$ cat src/rtl/modem_cmd_cfg.svh
/*
 constants of the modem command interpreter: register offsets, config field
 positions, reset values, rate indices, character codes and timing.
 assumes: included by bare name wherever these values are needed.
*/
`ifndef MODEM_CMD_CFG_SVH
`define MODEM_CMD_CFG_SVH

// ----------------------------------------------------------------
// register map and config fields
// ----------------------------------------------------------------
`define OFS_CONFIG 8'h00
`define OFS_STATUS 8'h04
`define ADDR_WORD_MASK 8'hfc
`define CFG_RESET 22'h203c00
`define F_VFMT 2:0
`define F_WMOD 3
`define F_SYNC 4
`define F_FOLLOW 5
`define F_DTR 7:6
`define F_RADJ 8
`define F_STD 9
`define F_BLK 11:10
`define F_COMP 13:12
`define F_FALLBK 20:14
`define F_RCODES 21
`define AXI_OKAY 2'b00
`define AXI_SLVERR 2'b10

// ----------------------------------------------------------------
// rates and line modes
// ----------------------------------------------------------------
`define SER_RESET 4'h8
`define SER_LOCK_MIN 4'h8
`define SER_9600 4'h6
`define SER_19200 4'h7
`define MOD_RESET 4'hf
`define MOD_1200 4'h3
`define LINE_HDX 4'h1
`define LINE_600 4'h2
`define LINE_4800 4'h5
`define LINE_7200 4'h6
`define LINE_12000 4'h8
`define LINE_14400 4'h9
`define LINE_16800 4'ha
`define LINE_19200 4'hb

// ----------------------------------------------------------------
// characters, result codes, timing
// ----------------------------------------------------------------
`define CH_A 8'h41
`define CH_T 8'h54
`define CH_LOWER_T 8'h74
`define CH_SLASH 8'h2f
`define CH_CR 8'h0d
`define CH_BS 8'h08
`define CH_SP 8'h20
`define CH_SYN 8'h16
`define RC_OK 8'h00
`define RC_RING 8'h02
`define BRK_DEFAULT 4'h3
`define BRK_RELIABLE 4'h3
`define BUF_DEPTH 32
`define BREAK_UNIT_MS 100
`define MCLK_KHZ 40000

`endif

$ cat src/rtl/modem_cmd_pkg.sv
/*
 types of the modem command interpreter.
 assumes: constants come from modem_cmd_cfg.svh.
*/
package modem_cmd_pkg;

	typedef enum logic [1:0] {st_idle, st_prefix, st_collect, st_exec} line_state_t;

endpackage

$ cat src/rtl/modem_command_interpreter.sv
/*
 command interpreter of a dial-up modem serial port, with an axi4-lite
 register slave, line collection and execution, rate handling, break timer,
 fallback character hunt and numeric connect codes.
 assumes: characters arrive from a receiver front end on mclk together with
 the rate index it measured; dtr comes from a pin.
*/
// The address map and the AXI4-Lite register port were chosen for this implementation.
`timescale 1ns/1ps
`include "modem_cmd_cfg.svh"

module modem_command_interpreter #(
	parameter int BREAK_UNIT_CYC = `BREAK_UNIT_MS * `MCLK_KHZ
) (
	input logic mclk,
	input logic rst,
	input logic [7:0] s_axi_awaddr,
	input logic s_axi_awvalid,
	output logic s_axi_awready,
	input logic [31:0] s_axi_wdata,
	input logic [3:0] s_axi_wstrb,
	input logic s_axi_wvalid,
	output logic s_axi_wready,
	output logic [1:0] s_axi_bresp,
	output logic s_axi_bvalid,
	input logic s_axi_bready,
	input logic [7:0] s_axi_araddr,
	input logic s_axi_arvalid,
	output logic s_axi_arready,
	output logic [31:0] s_axi_rdata,
	output logic [1:0] s_axi_rresp,
	output logic s_axi_rvalid,
	input logic s_axi_rready,
	input logic char_valid,
	input logic [7:0] char_data,
	input logic [3:0] char_rate,
	input logic dtr_pin,
	input logic ring_event,
	input logic connect_event,
	input logic [3:0] connect_line_mode,
	input logic connect_reliable,
	input logic link_reliable,
	input logic ar_window_start,
	input logic remote_valid,
	input logic [7:0] remote_data,
	output logic [3:0] serial_rate,
	output logic [3:0] modem_rate,
	output logic rate_locked,
	output logic bell_standard_select,
	output logic [1:0] compression_mode,
	output logic [8:0] max_block_len,
	output logic answer_now,
	output logic break_active,
	output logic fallback_to_normal,
	output logic fwd_valid,
	output logic [7:0] fwd_data,
	output logic result_valid,
	output logic [7:0] result_code
);

	// ----------------------------------------------------------------
	// helpers
	// ----------------------------------------------------------------
	function automatic logic [7:0] to_upper(input logic [7:0] c);
		to_upper = (c >= 8'h61 && c <= 8'h7a) ? c - 8'h20 : c;
	endfunction

	function automatic logic is_pfx(input logic [7:0] c);
		is_pfx = (c == 8'h5c) || (c == 8'h25) || (c == 8'h26) || (c == 8'h24);
	endfunction

	function automatic logic [4:0] serial_map(input logic [16:0] n);
		case (n)
			17'h0004b: serial_map = 5'h10;
			17'h0012c: serial_map = 5'h11;
			17'h00258: serial_map = 5'h12;
			17'h004b0: serial_map = 5'h13;
			17'h00960: serial_map = 5'h14;
			17'h012c0: serial_map = 5'h15;
			17'h02580: serial_map = 5'h16;
			17'h04b00: serial_map = 5'h17;
			17'h09600: serial_map = 5'h18;
			17'h0e100: serial_map = 5'h19;
			17'h1c200: serial_map = 5'h1a;
			default: serial_map = 5'h00;
		endcase
	endfunction

	function automatic logic [4:0] modem_map(input logic [16:0] n);
		case (n)
			17'h0004b: modem_map = 5'h10;
			17'h0012c: modem_map = 5'h11;
			17'h00258: modem_map = 5'h12;
			17'h004b0: modem_map = 5'h13;
			17'h00960: modem_map = 5'h14;
			17'h012c0: modem_map = 5'h15;
			17'h01c20: modem_map = 5'h16;
			17'h02580: modem_map = 5'h17;
			17'h02ee0: modem_map = 5'h18;
			17'h03840: modem_map = 5'h19;
			17'h041a0: modem_map = 5'h1a;
			17'h04b00: modem_map = 5'h1b;
			17'h05460: modem_map = 5'h1c;
			17'h05dc0: modem_map = 5'h1d;
			17'h06720: modem_map = 5'h1e;
			17'h07080: modem_map = 5'h1f;
			default: modem_map = 5'h00;
		endcase
	endfunction

	// serial index to nearest line index; above 19200 the line tops out
	function automatic logic [3:0] ser_to_mod(input logic [3:0] s);
		if (s <= 4'h5)
			ser_to_mod = s;
		else if (s == 4'h6)
			ser_to_mod = 4'h7;
		else if (s == 4'h7)
			ser_to_mod = 4'hb;
		else
			ser_to_mod = 4'hf;
	endfunction

	// per line mode: {non-rel, rel v1/v2, v3, rel v4/v5}
	function automatic logic [31:0] code_row(input logic [3:0] m);
		case (m)
			4'h0: code_row = 32'h01140114;
			4'h1: code_row = 32'h05050505;
			4'h2: code_row = 32'h09150515;
			4'h3: code_row = 32'h05160516;
			4'h4: code_row = 32'h0a170a17;
			4'h5: code_row = 32'h1e1f0b1f;
			4'h6: code_row = 32'h28211829;
			4'h7: code_row = 32'h20210c21;
			4'h8: code_row = 32'h2c21192d;
			4'h9: code_row = 32'h22230d23;
			4'ha: code_row = 32'h3c3d0d3d;
			4'hb: code_row = 32'h24250e25;
			4'hc: code_row = 32'h3e3f0d3f;
			4'hd: code_row = 32'h40410d41;
			4'he: code_row = 32'h42430d43;
			default: code_row = 32'h44450d45;
		endcase
	endfunction

	// ----------------------------------------------------------------
	// state
	// ----------------------------------------------------------------
	modem_cmd_pkg::line_state_t state;
	logic [7:0] line_buf [`BUF_DEPTH];
	logic [5:0] line_len;
	logic [5:0] ex_i;
	logic prefix_upper;
	logic [7:0] prev_char;
	logic [21:0] cfg;
	logic [21:0] next_cfg;
	logic [7:0] pfx;
	logic [7:0] cpfx;
	logic [7:0] cmd;
	logic [16:0] num;
	logic has_num;
	logic pending;
	logic dtr_meta;
	logic dtr_sync;
	logic dtr_last;
	logic [3:0] brk_left;
	logic [21:0] brk_tick;
	logic hunt;
	logic aw_full;
	logic w_full;
	logic [7:0] aw_q;
	logic [31:0] w_q;
	logic [3:0] s_q;

	logic [7:0] up_c;
	logic [7:0] ex_c;
	logic ex_end;
	logic at_restart;
	logic prefix_hit;
	logic buf_we;
	logic apply_go;
	logic cmd_ser_we;
	logic cmd_mod_we;
	logic cmd_unlock;
	logic cmd_answer;
	logic cmd_break;
	logic [3:0] cmd_ser;
	logic [3:0] cmd_mod;
	logic [3:0] cmd_brk_len;
	logic [4:0] ser_hit;
	logic [4:0] mod_hit;
	logic [3:0] ser_after;
	logic dtr_rise;
	logic wr_fire;
	logic [31:0] merged;
	logic [31:0] row;
	logic [7:0] conn_code;
	logic conn_suppress;
	logic adj_hit;

	assign up_c = to_upper(char_data);
	assign ex_c = to_upper(line_buf[ex_i[4:0]]);
	assign ex_end = (ex_i == line_len);
	assign at_restart = (prev_char == `CH_A && char_data == `CH_T) ||
		(prev_char == to_upper(`CH_LOWER_T) + 8'h0d && char_data == `CH_LOWER_T);
	assign prefix_hit = char_valid && ((state == modem_cmd_pkg::st_prefix &&
		char_data == (prefix_upper ? `CH_T : `CH_LOWER_T)) ||
		(state == modem_cmd_pkg::st_collect && at_restart));
	assign buf_we = char_valid && state == modem_cmd_pkg::st_collect && char_data != `CH_CR &&
		char_data != `CH_BS && char_data != `CH_SP && !at_restart && line_len < 6'(`BUF_DEPTH);

	// ----------------------------------------------------------------
	// line collection
	// ----------------------------------------------------------------
	always_ff @(posedge mclk or posedge rst)
		if (rst)
		begin
			state <= modem_cmd_pkg::st_idle;
			line_len <= 6'h00;
			prefix_upper <= 1'b0;
			prev_char <= 8'h00;
		end
		else
			case (state)
				modem_cmd_pkg::st_idle:
					if (char_valid && up_c == `CH_A)
					begin
						state <= modem_cmd_pkg::st_prefix;
						prefix_upper <= (char_data == `CH_A);
					end
				modem_cmd_pkg::st_prefix:
					if (prefix_hit)
					begin
						state <= modem_cmd_pkg::st_collect;
						line_len <= 6'h00;
						prev_char <= 8'h00;
					end
					else if (char_valid && char_data == `CH_SLASH)
						state <= modem_cmd_pkg::st_exec;
					else if (char_valid && up_c == `CH_A)
						prefix_upper <= (char_data == `CH_A);
					else if (char_valid)
						state <= modem_cmd_pkg::st_idle;
				modem_cmd_pkg::st_collect:
					if (char_valid)
					begin
						if (char_data == `CH_CR)
							state <= modem_cmd_pkg::st_exec;
						else if (char_data == `CH_BS)
						begin
							if (line_len != 6'h00)
								line_len <= line_len - 6'h01;
						end
						else if (char_data != `CH_SP)
						begin
							prev_char <= char_data;
							if (at_restart)
								line_len <= 6'h00;
							else if (buf_we)
								line_len <= line_len + 6'h01;
						end
					end
				modem_cmd_pkg::st_exec:
					if (ex_end)
						state <= modem_cmd_pkg::st_idle;
				default:
					state <= modem_cmd_pkg::st_idle;
			endcase

	// line storage survives execution so the repeat sequence can replay it
	always_ff @(posedge mclk)
		if (buf_we)
			line_buf[line_len[4:0]] <= char_data;

	// ----------------------------------------------------------------
	// line execution
	// ----------------------------------------------------------------
	always_ff @(posedge mclk or posedge rst)
		if (rst)
		begin
			ex_i <= 6'h00;
			pfx <= 8'h00;
			cpfx <= 8'h00;
			cmd <= 8'h00;
			num <= 17'h00000;
			has_num <= 1'b0;
			pending <= 1'b0;
		end
		else if (state != modem_cmd_pkg::st_exec)
		begin
			ex_i <= 6'h00;
			pfx <= 8'h00;
			pending <= 1'b0;
		end
		else if (!ex_end)
		begin
			ex_i <= ex_i + 6'h01;
			if (is_pfx(ex_c))
			begin
				pfx <= ex_c;
				pending <= 1'b0;
			end
			else if (ex_c >= 8'h41 && ex_c <= 8'h5a)
			begin
				cmd <= ex_c;
				cpfx <= pfx;
				pfx <= 8'h00;
				num <= 17'h00000;
				has_num <= 1'b0;
				pending <= 1'b1;
			end
			else if (ex_c >= 8'h30 && ex_c <= 8'h39)
			begin
				num <= 17'(num * 17'd10 + {13'h0000, ex_c[3:0]});
				has_num <= 1'b1;
			end
		end

	assign apply_go = state == modem_cmd_pkg::st_exec && pending &&
		(ex_end || is_pfx(ex_c) || (ex_c >= 8'h41 && ex_c <= 8'h5a));
	assign ser_hit = serial_map(num);
	assign mod_hit = modem_map(num);

	always_comb
	begin
		next_cfg = cfg;
		cmd_ser_we = 1'b0;
		cmd_mod_we = 1'b0;
		cmd_unlock = 1'b0;
		cmd_answer = 1'b0;
		cmd_break = 1'b0;
		cmd_ser = ser_hit[3:0];
		cmd_mod = mod_hit[3:0];
		cmd_brk_len = (has_num && num >= 17'd1 && num <= 17'd9) ? num[3:0] : `BRK_DEFAULT;
		if (apply_go)
			case ({cpfx, cmd})
				16'h0041: cmd_answer = 1'b1;
				16'h0042: if (num < 17'd2) next_cfg[`F_STD] = num[0];
				16'h0057: next_cfg[`F_WMOD] = (num == 17'd2);
				16'h5c41: if (num < 17'd4) next_cfg[`F_BLK] = num[1:0];
				16'h5c42: cmd_break = 1'b1;
				16'h5c4a: if (num < 17'd2) next_cfg[`F_RADJ] = num[0];
				16'h5c56: if (num < 17'd6) next_cfg[`F_VFMT] = num[2:0];
				16'h2541: if (num < 17'd128) next_cfg[`F_FALLBK] = num[6:0];
				16'h2542: cmd_mod_we = mod_hit[4];
				16'h2543: if (num < 17'd4) next_cfg[`F_COMP] = num[1:0];
				16'h2546:
				begin
					cmd_mod = `MOD_1200;
					cmd_mod_we = cfg[`F_FOLLOW] && num >= 17'd1 && num <= 17'd3;
				end
				16'h2547: if (num < 17'd2) next_cfg[`F_FOLLOW] = num[0];
				16'h2555: cmd_unlock = 1'b1;
				16'h2644: if (num < 17'd4) next_cfg[`F_DTR] = num[1:0];
				16'h2442: cmd_ser_we = ser_hit[4];
				default: ;
			endcase
	end

	// ----------------------------------------------------------------
	// configuration word
	// ----------------------------------------------------------------
	always_comb
	begin
		merged = {10'h000, cfg};
		for (int b = 0; b < 4; b++)
			if (s_q[b])
				merged[8*b +: 8] = w_q[8*b +: 8];
	end

	always_ff @(posedge mclk or posedge rst)
		if (rst)
			cfg <= `CFG_RESET;
		else if (wr_fire && (aw_q & `ADDR_WORD_MASK) == `OFS_CONFIG)
			cfg <= merged[21:0];
		else if (apply_go)
			cfg <= next_cfg;

	assign bell_standard_select = cfg[`F_STD];
	assign compression_mode = cfg[`F_COMP];
	assign max_block_len = {3'({1'b0, cfg[`F_BLK]} + 3'h1), 6'h00};

	// ----------------------------------------------------------------
	// serial and line rates
	// ----------------------------------------------------------------
	always_ff @(posedge mclk or posedge rst)
		if (rst)
		begin
			dtr_meta <= 1'b1;
			dtr_sync <= 1'b1;
			dtr_last <= 1'b1;
		end
		else
		begin
			dtr_meta <= dtr_pin;
			dtr_sync <= dtr_meta;
			dtr_last <= dtr_sync;
		end

	assign dtr_rise = dtr_sync && !dtr_last;
	assign ser_after = rate_locked ? serial_rate : char_rate;
	assign adj_hit = connect_event && connect_reliable && cfg[`F_RADJ] && connect_line_mode >= `LINE_4800;

	always_ff @(posedge mclk or posedge rst)
		if (rst)
		begin
			serial_rate <= `SER_RESET;
			rate_locked <= 1'b0;
		end
		else if (cmd_ser_we)
		begin
			serial_rate <= cmd_ser;
			rate_locked <= 1'b0;
		end
		else if (adj_hit)
			serial_rate <= (connect_line_mode >= `LINE_19200) ? `SER_19200 : `SER_9600;
		else if (cmd_unlock || (dtr_rise && cfg[7]))
			rate_locked <= 1'b0;
		else if (prefix_hit && !rate_locked)
		begin
			serial_rate <= char_rate;
			rate_locked <= (char_rate >= `SER_LOCK_MIN);
		end

	always_ff @(posedge mclk or posedge rst)
		if (rst)
			modem_rate <= `MOD_RESET;
		else if (cmd_mod_we)
			modem_rate <= cmd_mod;
		else if (prefix_hit && !cfg[`F_FOLLOW])
			modem_rate <= ser_to_mod(ser_after);

	// ----------------------------------------------------------------
	// answer and break
	// ----------------------------------------------------------------
	always_ff @(posedge mclk or posedge rst)
		if (rst)
			answer_now <= 1'b0;
		else
			answer_now <= cmd_answer;

	// reliable links always get the fixed length, whatever was typed
	always_ff @(posedge mclk or posedge rst)
		if (rst)
		begin
			brk_left <= 4'h0;
			brk_tick <= 22'h000000;
		end
		else if (cmd_break)
		begin
			brk_left <= link_reliable ? `BRK_RELIABLE : cmd_brk_len;
			brk_tick <= 22'h000000;
		end
		else if (brk_left != 4'h0)
		begin
			if (brk_tick == 22'(BREAK_UNIT_CYC - 1))
			begin
				brk_tick <= 22'h000000;
				brk_left <= brk_left - 4'h1;
			end
			else
				brk_tick <= brk_tick + 22'h000001;
		end

	assign break_active = (brk_left != 4'h0);

	// ----------------------------------------------------------------
	// fallback character hunt
	// ----------------------------------------------------------------
	always_ff @(posedge mclk or posedge rst)
		if (rst)
		begin
			hunt <= 1'b0;
			fallback_to_normal <= 1'b0;
			fwd_valid <= 1'b0;
			fwd_data <= 8'h00;
		end
		else
		begin
			fallback_to_normal <= 1'b0;
			fwd_valid <= 1'b0;
			if (ar_window_start)
				hunt <= 1'b1;
			else if (hunt && remote_valid)
			begin
				if (remote_data == `CH_SYN)
					hunt <= 1'b0;
				else if (cfg[`F_FALLBK] != 7'h00 && remote_data == {1'b0, cfg[`F_FALLBK]})
				begin
					hunt <= 1'b0;
					fallback_to_normal <= 1'b1;
					fwd_valid <= 1'b1;
					fwd_data <= remote_data;
				end
			end
		end

	// ----------------------------------------------------------------
	// result codes
	// ----------------------------------------------------------------
	always_comb
	begin
		row = code_row(connect_line_mode);
		conn_code = row[31:24];
		if (cfg[`F_SYNC] && (connect_line_mode == `LINE_7200 ||
			connect_line_mode == `LINE_12000 || connect_line_mode == `LINE_14400))
			conn_code = row[31:24];
		else if (cfg[`F_VFMT] == 3'h3)
			conn_code = row[15:8];
		else if (connect_reliable && (cfg[`F_VFMT] == 3'h1 || cfg[`F_VFMT] == 3'h2))
			conn_code = row[23:16];
		else if (connect_reliable && (cfg[`F_VFMT] == 3'h4 || cfg[`F_VFMT] == 3'h5))
			conn_code = row[7:0];
	end

	assign conn_suppress = cfg[`F_SYNC] && connect_line_mode <= `LINE_600;

	always_ff @(posedge mclk or posedge rst)
		if (rst)
		begin
			result_valid <= 1'b0;
			result_code <= 8'h00;
		end
		else
		begin
			result_valid <= 1'b0;
			if (connect_event && cfg[`F_WMOD] && cfg[`F_RCODES] && !conn_suppress)
			begin
				result_valid <= 1'b1;
				result_code <= conn_code;
			end
			else if (ring_event && cfg[`F_RCODES])
			begin
				result_valid <= 1'b1;
				result_code <= `RC_RING;
			end
			else if (state == modem_cmd_pkg::st_exec && ex_end && cfg[`F_RCODES])
			begin
				result_valid <= 1'b1;
				result_code <= `RC_OK;
			end
		end

	// ----------------------------------------------------------------
	// axi4-lite slave
	// ----------------------------------------------------------------
	assign s_axi_awready = !aw_full;
	assign s_axi_wready = !w_full;
	assign s_axi_arready = !s_axi_rvalid;
	assign wr_fire = aw_full && w_full && !s_axi_bvalid;

	always_ff @(posedge mclk or posedge rst)
		if (rst)
		begin
			aw_full <= 1'b0;
			w_full <= 1'b0;
			aw_q <= 8'h00;
			w_q <= 32'h00000000;
			s_q <= 4'h0;
		end
		else
		begin
			if (s_axi_awvalid && !aw_full)
			begin
				aw_full <= 1'b1;
				aw_q <= s_axi_awaddr;
			end
			else if (wr_fire)
				aw_full <= 1'b0;
			if (s_axi_wvalid && !w_full)
			begin
				w_full <= 1'b1;
				w_q <= s_axi_wdata;
				s_q <= s_axi_wstrb;
			end
			else if (wr_fire)
				w_full <= 1'b0;
		end

	always_ff @(posedge mclk or posedge rst)
		if (rst)
		begin
			s_axi_bvalid <= 1'b0;
			s_axi_bresp <= `AXI_OKAY;
		end
		else if (wr_fire)
		begin
			s_axi_bvalid <= 1'b1;
			s_axi_bresp <= ((aw_q & `ADDR_WORD_MASK) == `OFS_CONFIG ||
				(aw_q & `ADDR_WORD_MASK) == `OFS_STATUS) ? `AXI_OKAY : `AXI_SLVERR;
		end
		else if (s_axi_bready)
			s_axi_bvalid <= 1'b0;

	always_ff @(posedge mclk or posedge rst)
		if (rst)
		begin
			s_axi_rvalid <= 1'b0;
			s_axi_rdata <= 32'h00000000;
			s_axi_rresp <= `AXI_OKAY;
		end
		else if (s_axi_arvalid && !s_axi_rvalid)
		begin
			s_axi_rvalid <= 1'b1;
			s_axi_rresp <= `AXI_OKAY;
			case (s_axi_araddr & `ADDR_WORD_MASK)
				`OFS_CONFIG: s_axi_rdata <= {10'h000, cfg};
				`OFS_STATUS: s_axi_rdata <= {8'h00, result_code, 3'h0, hunt, break_active,
					rate_locked, 2'h0, modem_rate, serial_rate};
				default:
				begin
					s_axi_rdata <= 32'h00000000;
					s_axi_rresp <= `AXI_SLVERR;
				end
			endcase
		end
		else if (s_axi_rready)
			s_axi_rvalid <= 1'b0;

endmodule

$ cat config.mk
export PLATFORM = sky130hd
export DESIGN_NAME = modem_command_interpreter
export DESIGN_NICKNAME = d
export VERILOG_FILES = /design/src/rtl/modem_cmd_pkg.sv /design/src/rtl/modem_command_interpreter.sv
export VERILOG_INCLUDE_DIRS = /design/src /design/src/rtl
export SDC_FILE = /design/constraint.sdc
export NUM_CORES = 1
export LEC_CHECK = 0
export BUFFER_PORTS_ARGS = -buffer_cell sky130_fd_sc_hd__buf_2
export CAP_MARGIN = 20
export CORE_UTILIZATION = 35
export CTS_BUF_LIST = sky130_fd_sc_hd__clkbuf_4
export DETAILED_ROUTE_END_ITERATION = 10
export PLACE_DENSITY = 0.51
export SYNTH_ARGS = -nofsm -noshare
export SYNTH_HDL_FRONTEND = slang
export SYNTH_SLANG_ARGS = --single-unit
$ cat constraint.sdc
create_clock -name mclk -period 18.6 [get_ports mclk]
set_input_delay 0.93 -clock mclk [delete_from_list [all_inputs] [get_ports mclk]]
set_output_delay 0.93 -clock mclk [all_outputs]
set_load 0.005 [all_outputs]
==> out/qor.yml <==
crit_path_start_kind: "flop"
cts_hold_repair.buffers: 0
crit_type: "reg -> reg"
fmax_mhz: 175.1
ctsResizeCount: 0
cts_buffer_depth: 3
design_area_um2: 25550
synth_largest_area_cell: "edfxtp_1"
r2r_slack_ps: 12890
post_drt_wl_per_cell_um: 19.45
power_mw: 2.247
syn2layout_area_growth_pct: 13.17
drtAntennaViolNets: 0
synth_most_common_cell: "edfxtp_1"
cp.required_ps: 19340
netlist_area_um2: 22580
max_cap_viol_count: 0
drv_slew: 0
antenna_found_initial: 4
crit_chain: "buf_4 -> buf_4 -> nor2b_1 -> a22oi_1 -> nand3_1 -> and4_1 -> inv_1 -> ha_1 -> a21o_1 -> a21oi_1 -> nor3b_1 -> nand3b_1 -> nor3_1 -> nand4_1 -> nor4_1 -> nand4_1 -> or3_1 -> a32o_1"
relSlewSlack_pct: 32.03
grt_overflow_total: 0
ys_types: 79
finalCoreUtilization_pct: 40.28
setup_slack_ps: 12890
routed_wl_mm: 59.18
die_w_um: 256.0
via_count: 16070
synth_cells: 1909
portBuffers: 140
yosys_warnings: 0
cts_root_buf: "clkbuf_4"
die-area_um2: 65520
netlist_top_cells_area: "edfxtp_1 (34%), dfrtp_1 (21%), mux2i_1 (4.0%)"
slowest_stage: "nor2b_1"
drive_gt1_share_pct: 22.25
place_congestion: 0.8787
hp-class: "in -> reg"
synth_top_area_share_pct: 34.05
synth_common_cells: "edfxtp_1 (256), nand2_1 (212), dfrtp_1 (192), nor2_1 (126), o21ai_0 (96)"
outcome: "completed"
core.rowCount: 92
crit_start: "ex_i[0]"
reg2reg_to: "num[16]"
grt_pass1_wl_mm: 92.51
fill_cells: 6184
min_period_ps: 5710
die_h_um: 256.0
clk_pin_slew_ps: 70
critPathArrivalTime_ps: 6450
grt_pass1_vias: 16127
async_flop_share_pct: 44.47
crit_fanout: 32
cts.sinks: 461
hold_violations: 0
initial_core_util_pct: 35.59
grtUsageTotal_pct: 18.01
ys_seq_area_share_pct: 56.85
core_area_um2: 63430
synth_edf_count: 256
max_stage_delay_ps: 780
hold_start: "dtr_pin"
fin_tns_setup_ps: 0
place_ws_ps: 12840
vias_per_cell: 5.281
h-tree-depth: 3
hold_end: "dtr_meta"
rsz0062_at_grt: "false"
grt_max_degree: 133
drt-initial-drc-count: 1118
crit_path_end_kind: "flop"
drc_errors: 0
skew_ps: 65.25
cts_tree: "yes"
r2r_start: "ex_i[0]"
syn_avg_cell_area_um2: 11.83
holdPathStages: 1
p_leak_nw: 10.03
ios: 174
dp_hpwl_mm: 40.12
setup_viol_count_final: 0
drt_first_pass_iters: 5
max-vdd-ir-drop_mv: 0.07661
post_cts_buffers: 0
num-nets-final: 2245
reg2reg_depth: 18
power_density_nw_per_um2: 87.94
ys_ff_latch: 461
placed_area_um2: 24010
min_period_over_period_pct: 30.70
tightest_slew_ps: 1017
cts-buffers-inserted: 120
ys.flop_type: "edfxtp_1"
worstSkewPairLatency_ps: 890
critical path: cells and delay by family, from the launching register on:
family	cells	cell delay, ps
adder cells (fa/ha/maj)	1	320
AO/OA/AOI/OAI	4	680
AND/OR/NAND/NOR	10	3030
flip-flops	1	340
buffers and inverters	3	1160
state kept, by name, indices dropped and copies added, names as in the netlist, 17 cells and up, named ones only:
name and count:
s_axi_rdata 23, num 17, brk_tick 22, line_buf 256
cfg 22, w_q 22
per-stage QoR:
step	instances	hold WS [ps]
2_1_floorplan	1926	345.2
3_3_place_gp	2826	350.4
3_5_place_dp	2826	348.8
4_1_cts	3038	36.53
5_1_grt	3042	78.57
6_report	3043	153.0
cell usage in the layout (no fill, tap or decap), drive strengths merged, types with 24 or more instances in the layout:
| cell type | instances |
|---|---|
| or3 | 29 |
| ha | 49 |
| nor3 | 45 |
| nor2b | 24 |
| a22oi | 30 |
| nand4 | 27 |
| xor2 | 25 |
| clkbuf | 183 |
| dfrtp | 192 |
| mux4 | 38 |
| o21ai | 97 |
| inv | 63 |
| clkinv | 25 |
| nor4 | 25 |
| buf | 157 |
| nor2 | 126 |
| nand3 | 66 |
| edfxtp | 256 |
| nand2 | 212 |
| mux2i | 91 |
| mux2 | 64 |
| a21oi | 67 |
layout make-up:
| type | instances | area (um^2) | area share, % |
|---|---|---|---|
| timing repair buffer | 157 | 828.3 | 3.242 |
| inverter | 61 | 236.5 | 0.9256 |
| sequential | 461 | 12840 | 50.25 |
| clock buffer | 183 | 1374 | 5.377 |
| tap | 846 | 1059 | 4.143 |
| multi-input combinational | 1302 | 9056 | 35.45 |
| antenna | 4 | 10.01 | 0.03918 |
| clock inverter | 29 | 147.6 | 0.5779 |
cell families after synthesis:
| family | after synthesis | synth area share (%) |
|---|---|---|
| multiplexers | 193 | 11.07 |
| XOR/XNOR | 48 | 1.862 |
| AND/OR/NAND/NOR | 677 | 15.00 |
| flip-flops | 461 | 56.85 |
| adder cells (fa/ha/maj) | 52 | 2.937 |
| AO/OA/AOI/OAI | 314 | 8.907 |
| other | 1 | 0.01661 |
| buffers and inverters | 163 | 3.353 |
worst max path at each step:
stage | to | cells after the start
2_1_floorplan | asynchronous set/reset pin | 1
3_3_place_gp | num[16] | 18
3_5_place_dp | num[16] | 18
4_1_cts | num[16] | 18
5_1_grt | num[16] | 18
6_report | num[16] | 18
layer usage:
metal	wire [um]	up-vias	GRT usage, %
met2	28000	513	28.95
met4	1509	0	6.387
met1	26480	7884	24.03
met3	3198	129	3.783
li1	-	7544	-
met5	0	-	0
power breakdown:
group	switching, mW	internal, mW	leakage (nW)
Combinational	0.0971	0.0846	4.15
Clock	0.419	0.458	0.911
Sequential	0.0485	1.14	4.97
(Power assumes the default switching activity.)
